--- config.mk ---
export PLATFORM = sky130hd
export DESIGN_NAME = ueflow_top
export DESIGN_NICKNAME = d
export VERILOG_FILES = /design/src/rtl/ueflow_pkg.sv /design/src/rtl/ueflow_ln_if.sv /design/src/rtl/ueflow_char_match.sv /design/src/rtl/ueflow_rts_ctrl.sv /design/src/rtl/ueflow_top.sv
export VERILOG_INCLUDE_DIRS = /design/src /design/src/rtl
export SDC_FILE = /design/constraint.sdc
export NUM_CORES = 1
export LEC_CHECK = 0
export CORE_MARGIN = 8
export CORE_UTILIZATION = 58
export CTS_BUF_LIST = sky130_fd_sc_hd__clkbuf_4
export DETAILED_ROUTE_END_ITERATION = 12
export DONT_BUFFER_PORTS = 1
export PLACE_DENSITY = 0.74
export SLEW_MARGIN = 20
export SYNTH_ARGS = -nofsm -noshare
export SYNTH_HDL_FRONTEND = slang
export SYNTH_SLANG_ARGS = --single-unit
--- constraint.sdc ---
create_clock -name core_clk -period 5.05 [get_ports core_clk]
set_input_delay 1.01 -clock core_clk [delete_from_list [all_inputs] [get_ports core_clk]]
set_output_delay 1.01 -clock core_clk [all_outputs]
set_load 0.05 [all_outputs]
--- src/rtl/ueflow_defs.svh ---
`ifndef UEFLOW_DEFS_SVH
`define UEFLOW_DEFS_SVH
// ==========================================
// register byte offsets
`define UEF_AW        8
`define UEF_A_SCRATCH 8'h00
`define UEF_A_EFR     8'h04
`define UEF_A_RES1    8'h08
`define UEF_A_RES2    8'h0c
`define UEF_A_PAU1    8'h10
`define UEF_A_PAU2    8'h14
`define UEF_A_IER     8'h18
`define UEF_A_ISR     8'h1c
`define UEF_A_FCR     8'h20
`define UEF_A_MCR     8'h24
`define UEF_A_STAT    8'h28
// ==========================================
// field positions and masks
`define UEF_EFR_ACTS  7
`define UEF_EFR_ARTS  6
`define UEF_EFR_SPC   5
`define UEF_EFR_ENH   4
`define UEF_EFR_TX    3:2
`define UEF_EFR_RX    1:0
`define UEF_FCR_TRIG  5:4
`define UEF_MCR_RTS   1
`define UEF_ISR_F     5:4
`define UEF_ISR_SPC   0
`define UEF_M_IER     8'hf0
`define UEF_M_FCR     8'h30
`define UEF_M_MCR     8'he0
`define UEF_HT_ACT    1
// ==========================================
// reset values and mode codes
`define UEF_RST8      8'h00
`define UEF_RST2      2'b00
`define UEF_FC_NONE   2'b00
`define UEF_FC_P1     2'b10
`define UEF_FC_P2     2'b01
`define UEF_FC_BOTH   2'b11
// ==========================================
// receive fifo trigger levels
`define UEF_LW        7
`define UEF_TRIG0     8
`define UEF_TRIG1     16
`define UEF_TRIG2     56
`define UEF_TRIG3     60
`endif

--- src/rtl/ueflow_pkg.sv ---
package ueflow_pkg;
  // ==========================================
  // flow character sender states
  typedef enum logic [1:0]
  {
    UEF_IDLE  = 2'b00,
    UEF_SEND1 = 2'b01,
    UEF_SEND2 = 2'b11
  } ueflow_tx_st_t;
  typedef enum logic {UEF_K_PAUSE, UEF_K_RESUME} ueflow_kind_t;
endpackage

--- src/rtl/ueflow_ln_if.sv ---
`timescale 1ns/1ps
interface ueflow_ln_if #(parameter int LW = 7);
  logic          rx_valid;
  logic [7:0]    rx_data;
  logic [LW-1:0] rx_level;
  logic [7:0]    res1, res2, pau1, pau2;
  logic [1:0]    rx_mode, trig_sel;
  logic          spc_en, auto_rts, sw_rts;
  logic          pause_hit, resume_hit, special_hit;
  logic          rx_high, rx_low, rts_n, trig_int;
  modport top (output rx_valid, rx_data, rx_level, res1, res2, pau1, pau2,
               rx_mode, trig_sel, spc_en, auto_rts, sw_rts,
               input pause_hit, resume_hit, special_hit, rx_high, rx_low,
               rts_n, trig_int);
  modport match (input rx_valid, rx_data, res1, res2, pau1, pau2, rx_mode,
                 spc_en, output pause_hit, resume_hit, special_hit);
  modport rts (input rx_level, trig_sel, auto_rts, sw_rts,
               output rx_high, rx_low, rts_n, trig_int);
endinterface

--- src/rtl/ueflow_char_match.sv ---
`timescale 1ns/1ps
`include "ueflow_defs.svh"
module ueflow_char_match
(
  input  wire logic core_clk,
  input  wire logic rst_n,
  input  wire logic ce,
  ueflow_ln_if.match ln
);
  logic res_m;
  logic pau_m;
  logic prev_res1_q;
  logic prev_pau1_q;

  // ==========================================
  // compare select
  always_comb
  begin
    res_m = 1'b0;
    pau_m = 1'b0;
    // single pair compare
    // bit i against bit i
    unique case (ln.rx_mode)
      `UEF_FC_P1:
      begin
        res_m = ln.rx_data == ln.res1;
        pau_m = ln.rx_data == ln.pau1;
      end
      `UEF_FC_P2:
      begin
        res_m = ln.rx_data == ln.res2;
        pau_m = ln.rx_data == ln.pau2;
      end
      // two character sequences
      // ordered pair match
      `UEF_FC_BOTH:
      begin
        res_m = prev_res1_q && ln.rx_data == ln.res2;
        pau_m = prev_pau1_q && ln.rx_data == ln.pau2;
      end
      `UEF_FC_NONE:
      begin
        res_m = 1'b0;
      end
    endcase
  end

  always_ff @(posedge core_clk or negedge rst_n)
  begin
    if (!rst_n)
    begin
      prev_res1_q    <= 1'b0;
      prev_pau1_q    <= 1'b0;
      ln.pause_hit   <= 1'b0;
      ln.resume_hit  <= 1'b0;
      ln.special_hit <= 1'b0;
    end
    else if (ce)
    begin
      if (ln.rx_valid)
      begin
        prev_res1_q <= ln.rx_data == ln.res1;
        prev_pau1_q <= ln.rx_data == ln.pau1;
      end
      ln.pause_hit   <= ln.rx_valid && pau_m;
      ln.resume_hit  <= ln.rx_valid && res_m;
      // special char compare
      ln.special_hit <= ln.rx_valid && ln.spc_en && ln.rx_data == ln.pau2;
    end
  end
endmodule

--- src/rtl/ueflow_rts_ctrl.sv ---
`timescale 1ns/1ps
`include "ueflow_defs.svh"
module ueflow_rts_ctrl #(
  parameter int            LW = `UEF_LW,
  parameter logic [LW-1:0] T0 = LW'(`UEF_TRIG0),
  parameter logic [LW-1:0] T1 = LW'(`UEF_TRIG1),
  parameter logic [LW-1:0] T2 = LW'(`UEF_TRIG2),
  parameter logic [LW-1:0] T3 = LW'(`UEF_TRIG3)
)
(
  input  wire logic core_clk,
  input  wire logic rst_n,
  input  wire logic ce,
  ueflow_ln_if.rts  ln
);
  logic [LW-1:0] trig;
  logic [LW-1:0] nxt;
  logic          hi;
  logic          lo;
  logic          hi_q;
  logic          lo_q;

  // ==========================================
  // trigger level pick
  always_comb
  begin
    unique case (ln.trig_sel)
      2'd0:
      begin
        trig = T0;
        nxt  = T1;
      end
      2'd1:
      begin
        trig = T1;
        nxt  = T2;
      end
      2'd2:
      begin
        trig = T2;
        nxt  = T3;
      end
      2'd3:
      begin
        trig = T3;
        nxt  = T3;
      end
    endcase
  end
  assign hi = ln.rx_level >= nxt;
  assign lo = {1'b0, ln.rx_level} + {{LW{1'b0}}, 1'b1} < {1'b0, trig};

  always_ff @(posedge core_clk or negedge rst_n)
  begin
    if (!rst_n)
    begin
      hi_q        <= 1'b0;
      lo_q        <= 1'b1;
      ln.rx_high  <= 1'b0;
      ln.rx_low   <= 1'b0;
      ln.rts_n    <= 1'b1;
      ln.trig_int <= 1'b0;
    end
    else if (ce)
    begin
      hi_q       <= hi;
      lo_q       <= lo;
      ln.rx_high <= hi && !hi_q;
      ln.rx_low  <= lo && !lo_q;
      // trigger level interrupt
      ln.trig_int <= ln.auto_rts && ln.rx_level >= trig;
      // software rts
      if (!ln.auto_rts)
        ln.rts_n <= !ln.sw_rts;
      // raise at next level
      else if (hi)
        ln.rts_n <= 1'b1;
      // drop below trigger minus one
      else if (lo)
        ln.rts_n <= 1'b0;
    end
  end
endmodule

--- src/rtl/ueflow_top.sv ---
// Behaviour
// scratch byte reads back what was written
// auto cts set, cts high halts transmit
// cts low again resumes transmit
// halt only after current character ends
// auto rts raises irq at trigger
// rts high at next trigger level
// rts low below trigger minus one
// rts follows software when auto off
// special detect compares with second pause
// matched char kept, source flag set
// char bit zero matches register bit zero
// software clears flow bits before detect
// enhanced bits writable only while unlocked
// clearing unlock bit latches enhanced bits
// dual mode pairs form one sequence
// tx flow bits choose sent pair
// rx flow bits choose compared pair
// both rx bits compare two-char sequences
// flow bits reset to zero
// flow chars never used as data
// matched pause stops, resume restarts
//
// Decided for this implementation: the AHB-Lite slave port and the register addresses.
`timescale 1ns/1ps
`include "ueflow_defs.svh"
module ueflow_top #(
  parameter int LW = `UEF_LW
)
(
  input  wire logic          core_clk,
  input  wire logic          nrst,
  input  wire logic          ce,
  input  wire logic          hsel,
  input  wire logic [31:0]   haddr,
  input  wire logic [1:0]    htrans,
  input  wire logic          hwrite,
  input  wire logic [2:0]    hsize,
  input  wire logic [31:0]   hwdata,
  input  wire logic          hready,
  output logic      [31:0]   hrdata,
  output logic               hreadyout,
  output logic               hresp,
  input  wire logic          cts_n,
  output wire logic          rts_n,
  output wire logic          rx_trig_int,
  input  wire logic          rx_valid,
  input  wire logic [7:0]    rx_data,
  input  wire logic [LW-1:0] rx_level,
  input  wire logic          tx_busy,
  output logic               tx_enable,
  output logic               fc_valid,
  output logic      [7:0]    fc_char,
  input  wire logic          fc_ready
);
  logic                      rs1_q;
  logic                      rst_n;
  logic                      acc;
  logic                      we;
  logic                      wr_pend_q;
  logic [`UEF_AW-1:0]        haddr_q;
  logic [7:0]                wdat;
  logic [31:0]               rdata_c;
  logic [7:0]                scratch_q;
  logic [7:0]                efr_q;
  logic [7:0]                res1_q;
  logic [7:0]                res2_q;
  logic [7:0]                pau1_q;
  logic [7:0]                pau2_q;
  logic [7:0]                ier_q;
  logic [7:0]                fcr_q;
  logic [7:0]                mcr_q;
  logic [1:0]                isr_q;
  logic                      enh;
  logic                      sw_pause_q;
  logic                      stop;
  logic                      fc_pend_q;
  ueflow_pkg::ueflow_kind_t  kind_q;
  ueflow_pkg::ueflow_tx_st_t st_q;
  logic [7:0]                c1;
  logic [7:0]                c2;

  ueflow_ln_if #(.LW(LW)) ln ();

  // ==========================================
  // reset release
  always_ff @(posedge core_clk or negedge nrst)
  begin
    if (!nrst)
    begin
      rs1_q <= 1'b0;
      rst_n <= 1'b0;
    end
    else
    begin
      rs1_q <= 1'b1;
      rst_n <= rs1_q;
    end
  end

  // ==========================================
  // ahb-lite slave
  assign acc  = hsel && htrans[`UEF_HT_ACT] && hready;
  assign we   = wr_pend_q && ce;
  assign wdat = hwdata[7:0];
  assign enh  = efr_q[`UEF_EFR_ENH];

  always_ff @(posedge core_clk or negedge rst_n)
  begin
    if (!rst_n)
    begin
      wr_pend_q <= 1'b0;
      haddr_q   <= '0;
      hreadyout <= 1'b1;
      hresp     <= 1'b0;
      hrdata    <= '0;
    end
    else if (ce)
    begin
      wr_pend_q <= acc && hwrite;
      hreadyout <= !(acc && hwrite);
      hresp     <= 1'b0;
      if (acc)
        haddr_q <= haddr[`UEF_AW-1:0];
      if (acc && !hwrite)
        hrdata <= rdata_c;
    end
  end

  always_comb
  begin
    rdata_c = '0;
    if (haddr[31:`UEF_AW] == '0)
    begin
      case (haddr[`UEF_AW-1:0])
        `UEF_A_SCRATCH: rdata_c[7:0] = scratch_q;
        `UEF_A_EFR:     rdata_c[7:0] = efr_q;
        `UEF_A_RES1:    rdata_c[7:0] = res1_q;
        `UEF_A_RES2:    rdata_c[7:0] = res2_q;
        `UEF_A_PAU1:    rdata_c[7:0] = pau1_q;
        `UEF_A_PAU2:    rdata_c[7:0] = pau2_q;
        `UEF_A_IER:     rdata_c[7:0] = ier_q;
        `UEF_A_ISR:     rdata_c[7:0] = {2'b00, isr_q, 3'b000, ~|isr_q};
        `UEF_A_FCR:     rdata_c[7:0] = fcr_q;
        `UEF_A_MCR:     rdata_c[7:0] = mcr_q;
        `UEF_A_STAT:
          rdata_c[7:0] = {1'b0, fc_pend_q, st_q, sw_pause_q, tx_enable, rts_n, cts_n};
        default:        rdata_c = '0;
      endcase
    end
  end

  // ==========================================
  // register file
  function automatic logic [7:0] gate_w(input logic [7:0] old, input logic [7:0] nw,
                                        input logic [7:0] msk, input logic en);
    gate_w = en ? nw : ((nw & ~msk) | (old & msk));
  endfunction

  always_ff @(posedge core_clk or negedge rst_n)
  begin
    if (!rst_n)
    begin
      scratch_q <= `UEF_RST8;
      // flow bits start cleared
      efr_q     <= `UEF_RST8;
      res1_q    <= `UEF_RST8;
      res2_q    <= `UEF_RST8;
      pau1_q    <= `UEF_RST8;
      pau2_q    <= `UEF_RST8;
      ier_q     <= `UEF_RST8;
      fcr_q     <= `UEF_RST8;
      mcr_q     <= `UEF_RST8;
    end
    else if (we)
    begin
      case (haddr_q)
        // plain scratch storage
        `UEF_A_SCRATCH: scratch_q <= wdat;
        `UEF_A_EFR:     efr_q     <= wdat;
        `UEF_A_RES1:    res1_q    <= wdat;
        `UEF_A_RES2:    res2_q    <= wdat;
        `UEF_A_PAU1:    pau1_q    <= wdat;
        `UEF_A_PAU2:    pau2_q    <= wdat;
        // enhanced bits gated
        // locked once unlock cleared
        `UEF_A_IER:     ier_q <= gate_w(ier_q, wdat, `UEF_M_IER, enh);
        `UEF_A_FCR:     fcr_q <= gate_w(fcr_q, wdat, `UEF_M_FCR, enh);
        `UEF_A_MCR:     mcr_q <= gate_w(mcr_q, wdat, `UEF_M_MCR, enh);
        default:        scratch_q <= scratch_q;
      endcase
    end
  end

  // ==========================================
  // interrupt source flags
  always_ff @(posedge core_clk or negedge rst_n)
  begin
    if (!rst_n)
      isr_q <= `UEF_RST2;
    else if (ce)
    begin
      // source bits gated
      if (we && haddr_q == `UEF_A_ISR && enh)
        isr_q <= wdat[`UEF_ISR_F];
      // flag special char
      if (ln.special_hit)
        isr_q[`UEF_ISR_SPC] <= 1'b1;
    end
  end

  // ==========================================
  // line side wiring
  assign ln.rx_valid = rx_valid;
  assign ln.rx_data  = rx_data;
  assign ln.rx_level = rx_level;
  assign ln.res1     = res1_q;
  assign ln.res2     = res2_q;
  assign ln.pau1     = pau1_q;
  assign ln.pau2     = pau2_q;
  assign ln.rx_mode  = efr_q[`UEF_EFR_RX];
  assign ln.trig_sel = fcr_q[`UEF_FCR_TRIG];
  assign ln.spc_en   = efr_q[`UEF_EFR_SPC];
  assign ln.auto_rts = efr_q[`UEF_EFR_ARTS];
  assign ln.sw_rts   = mcr_q[`UEF_MCR_RTS];
  assign rts_n       = ln.rts_n;
  assign rx_trig_int = ln.trig_int;

  ueflow_char_match u_ueflow_char_match
  (
    .core_clk (core_clk),
    .rst_n    (rst_n),
    .ce       (ce),
    .ln       (ln.match)
  );

  ueflow_rts_ctrl #(.LW(LW)) u_ueflow_rts_ctrl
  (
    .core_clk (core_clk),
    .rst_n    (rst_n),
    .ce       (ce),
    .ln       (ln.rts)
  );

  // ==========================================
  // software pause from received chars
  always_ff @(posedge core_clk or negedge rst_n)
  begin
    if (!rst_n)
      sw_pause_q <= 1'b0;
    else if (ce)
    begin
      // pause and resume chars
      if (ln.rx_mode == `UEF_FC_NONE)
        sw_pause_q <= 1'b0;
      else if (ln.pause_hit)
        sw_pause_q <= 1'b1;
      else if (ln.resume_hit)
        sw_pause_q <= 1'b0;
    end
  end

  // ==========================================
  // transmit gate
  // cts high halts
  assign stop = (efr_q[`UEF_EFR_ACTS] && cts_n) || sw_pause_q;

  always_ff @(posedge core_clk or negedge rst_n)
  begin
    if (!rst_n)
      tx_enable <= 1'b0;
    // hold while char shifts
    // resume on cts low
    else if (ce && !tx_busy)
      tx_enable <= !stop && st_q == ueflow_pkg::UEF_IDLE && !fc_pend_q;
  end

  // ==========================================
  // flow character sender
  assign c1 = (kind_q == ueflow_pkg::UEF_K_PAUSE) ? pau1_q : res1_q;
  assign c2 = (kind_q == ueflow_pkg::UEF_K_PAUSE) ? pau2_q : res2_q;

  always_ff @(posedge core_clk or negedge rst_n)
  begin
    if (!rst_n)
    begin
      fc_pend_q <= 1'b0;
      kind_q    <= ueflow_pkg::UEF_K_PAUSE;
    end
    else if (ce)
    begin
      if (ln.rx_high && efr_q[`UEF_EFR_TX] != `UEF_FC_NONE)
      begin
        fc_pend_q <= 1'b1;
        kind_q    <= ueflow_pkg::UEF_K_PAUSE;
      end
      else if (ln.rx_low && efr_q[`UEF_EFR_TX] != `UEF_FC_NONE)
      begin
        fc_pend_q <= 1'b1;
        kind_q    <= ueflow_pkg::UEF_K_RESUME;
      end
      else if (st_q == ueflow_pkg::UEF_IDLE)
        fc_pend_q <= 1'b0;
    end
  end

  always_ff @(posedge core_clk or negedge rst_n)
  begin
    if (!rst_n)
    begin
      st_q     <= ueflow_pkg::UEF_IDLE;
      fc_valid <= 1'b0;
      fc_char  <= `UEF_RST8;
    end
    else if (ce)
    begin
      // pair chosen by tx bits
      // both chars in order
      unique case (st_q)
        ueflow_pkg::UEF_IDLE:
          if (fc_pend_q)
          begin
            st_q     <= ueflow_pkg::UEF_SEND1;
            fc_valid <= 1'b1;
            fc_char  <= (efr_q[`UEF_EFR_TX] == `UEF_FC_P2) ? c2 : c1;
          end
        ueflow_pkg::UEF_SEND1:
          if (fc_ready && efr_q[`UEF_EFR_TX] == `UEF_FC_BOTH)
          begin
            st_q    <= ueflow_pkg::UEF_SEND2;
            fc_char <= c2;
          end
          else if (fc_ready)
          begin
            st_q     <= ueflow_pkg::UEF_IDLE;
            fc_valid <= 1'b0;
          end
        ueflow_pkg::UEF_SEND2:
          if (fc_ready)
          begin
            st_q     <= ueflow_pkg::UEF_IDLE;
            fc_valid <= 1'b0;
          end
        default:
        begin
          st_q     <= ueflow_pkg::UEF_IDLE;
          fc_valid <= 1'b0;
        end
      endcase
    end
  end
endmodule

==> flow_summary.toml <==
[sta]
worstMarginPinSlew_ns = 0.993
rsz0062_at_grt = "false"
hold_viol_final = 0
setup-tns-final_ns = 0
skew_ns = 0.0164
setup_viol = 0
drv_slew = 0
relSlewSlack = 0.332
max_freq_ghz = 0.425
min_period_over_period = 0.466
min_period_ns = 2.35

[synthesis]
synth-edff-count = 0
yosys.area.top_type = "dfrtp_1"
syn_avg_cell_area_um2 = 11.0
synth_cell_types = 65
yosysTopAreaCellShare = 0.437
ys_async_sr_fraction = 1.00
synth.area.top_cells = "dfrtp_1, mux2_2, xnor2_1"
yosysWarnings = 0
synth_ff_type = "dfrtp_1"
ys_seq_elements = 120
ys_seq_area_frac = 0.449
syn_inst = 610
syn-cell-area_um2 = 6700

[die]
core-area_um2 = 11400
die_area_um2 = 15200
initial_core_util = 0.589
die_w_um = 123
io_pins = 140
rows = 39
die_h_um = 123

[clocking]
post_cts_resized = 0
cts_hold_buffers = 0
postCtsSetupBuffers = 0
clk_latency_ns = 0.54
cts_sinks = 120
root_buffer = "clkbuf_4"
cts-buffers-inserted = 17
htreeDepth = 4
clk_path_buf_depth = 2
clkTransAtPathRegs_ns = 0.11
cts_tree = "yes"

[cells_and_area]
multi_input_area_um2 = 3400
final_common_cell = "dfrtp_1"
register_area_um2 = 3010
num_antenna_cells = 0
n_fill_cell = 920
drive_gt1_frac = 0.221
final_nets = 702
fin_cells = 754
layout_common_cells = "dfrtp_1, mux2_2, nand2_1, xnor2_1, conb_1"
areaGrowthSynthToFinish_pct = 4.37
fin_util = 0.615

[power]
power_mw = 2.20
p_per_area_nw_per_um2 = 314
ir_worst_vdd_uv = 232
leakage_nw = 3.08

[setup_path]
reg2reg_depth = 4
cp.required_ns = 5.50
cp_cell_sequence = "nand4_1 -> or2_1 -> or4b_4 -> o31ai_1"
worstPathArrival_ns = 2.80
cp_max_fo = 11
critPathTopFamily = "simple AND/OR/NAND/NOR gates"
crit_buf_inv = 0
path_class = "in -> reg"
cp_num_cells = 4
slowest_delay_ns = 0.63
cp-start-kind = "input port"
slowest_stage = "or4b_4"
end_kind = "flop"

[drt]
vias_per_cell = 6.50
via_count = 4901
drtPass1Iterations = 5
wl_per_cell_um = 24.3
antenna_left = 0
drc = 0
drt_iter0_markers = 450
drt-total-wl_um = 18300

[place]
place_congestion = 0.947
dpl.hpwl_um = 13400
place_inst = 722
io_buffers = 0

[grt]
grt_pass1_vias = 5089
grt_pass1_wl_um = 28900
overflow = 0
track_usage = 0.253
grt_max_degree = 74
grt_antenna_before_repair = 0

[run]
drv_cap = 0

[worst_hold_path]
min_path_type = "in -> async"

[status]
outcome = "completed"
## worst paths after layout
check,from,to,slack [ns]
setup / recovery,hready,hrdata[3]$_DFFE_PN0P_,2.70
hold / removal,nrst,rst_n$_DFF_PN0_,0.16
setup reg to reg,st_q[0]$_DFFE_PN0P_,fc_char[4]$_DFFE_PN0P_,2.86
hold reg to reg,rs1_q$_DFF_PN0_,rst_n$_DFF_PN0_,0.36
max in group asynchronous,rst_n$_DFF_PN0_,fcr_q[2]$_DFFE_PN0P_,3.41
min in group core_clk,rs1_q$_DFF_PN0_,rst_n$_DFF_PN0_,0.36
## cells in the mapped netlist (3+ instances only)
| master | instances |
|---|---|
| dfrtp_1 | 117 |
| mux2_2 | 79 |
| nand2_1 | 60 |
| xnor2_1 | 33 |
| buf_4 | 26 |
| nor2_1 | 25 |
| clkbuf_1 | 16 |
| o21ai_0 | 16 |
| a21oi_1 | 15 |
| inv_1 | 14 |
| mux2i_1 | 13 |
| nand4_1 | 12 |
| buf_2 | 11 |
| mux4_2 | 11 |
| nand3_1 | 11 |
| a22oi_1 | 10 |
| ha_1 | 10 |
| nor4_1 | 10 |
| nor3_1 | 8 |
| o21ai_1 | 7 |
| o31ai_1 | 7 |
| a31oi_1 | 6 |
| o22ai_1 | 6 |
| and3_1 | 5 |
| mux2_1 | 5 |
| a211oi_1 | 4 |
| a32oi_1 | 4 |
| and2_1 | 4 |
| nor2b_1 | 4 |
| o2bb2ai_1 | 4 |
| a221oi_1 | 3 |
| buf_1 | 3 |
| dfstp_2 | 3 |
| nand2b_1 | 3 |
| o32ai_1 | 3 |
## registers in the layout, indices dropped and copies added, names as in the netlist, 2 cells and up
| register | cells |
|---|---|
| hrdata | 8 |
| efr_q | 8 |
| scratch_q | 8 |
| fcr_q | 8 |
| ln.res1 | 8 |
| isr_q | 2 |
| st_q | 2 |
| ln.pau2 | 8 |
| ln.res2 | 8 |
| ln.pau1 | 8 |
| haddr_q | 8 |
| mcr_q | 8 |
| fc_char | 8 |
| ier_q | 8 |
## where the power goes
| part | switching (mW) | total [mW] | internal, mW |
|---|---|---|---|
| sequential | 0.125 | 1.15 | 1.02 |
| combinational | 0.137 | 0.246 | 0.109 |
| clock | 0.367 | 0.801 | 0.435 |
| total | 0.629 | 2.20 | 1.57 |
## final cells by class
cell class | count | area share
clock inverters | 15 | 0.0295
clock buffers | 17 | 0.0183
repair buffers | 1 | 0.00107
flip-flops and latches | 120 | 0.431
multi-input cells | 443 | 0.487
well taps | 143 | 0.0256
inverters | 15 | 0.00805
## metrics by stage
| stage | hold slack, ns | instance area [um2] | setup slack (ns) |
|---|---|---|---|
| 3_5_place_dp | 0.347 | 6660 | 2.11 |
| 3_3_place_gp | 0.337 | 6660 | 2.24 |
| 5_1_grt | 0.107 | 6990 | 2.61 |
| 4_1_cts | 0.135 | 6990 | 2.72 |
| 6_report | 0.165 | 6990 | 2.70 |
| 2_1_floorplan | 0.331 | 6790 | 1.46 |
## worst reg2reg max path, stage by stage (launching register included)
cell and delay, ns:
dfrtp_1 0.47, inv_1 0.12, o22ai_1 0.75, mux4_2 0.46, mux2_2 0.28
## cells by family after synthesis
kind of cell | share of synthesized area
xor gates and xnor gates | 0.0458
and+or+nand+nor | 0.134
DFF | 0.449
buffers and inverters | 0.0564
adders and majority gates | 0.0187
muxes | 0.198
other | 0.00112
AOI/OAI and AO/OA | 0.0979
## per-layer routing
layer | GRT usage | vias up | part of all wire
met5 | 0 | - | 0
met4 | 0.0941 | 0 | 0.028
met3 | 0.0836 | 44 | 0.089
met2 | 0.416 | 211 | 0.49
met1 | 0.305 | 2499 | 0.39
li1 | - | 2147 | -
No activity file was read; power rests on OpenSTA's default activity.
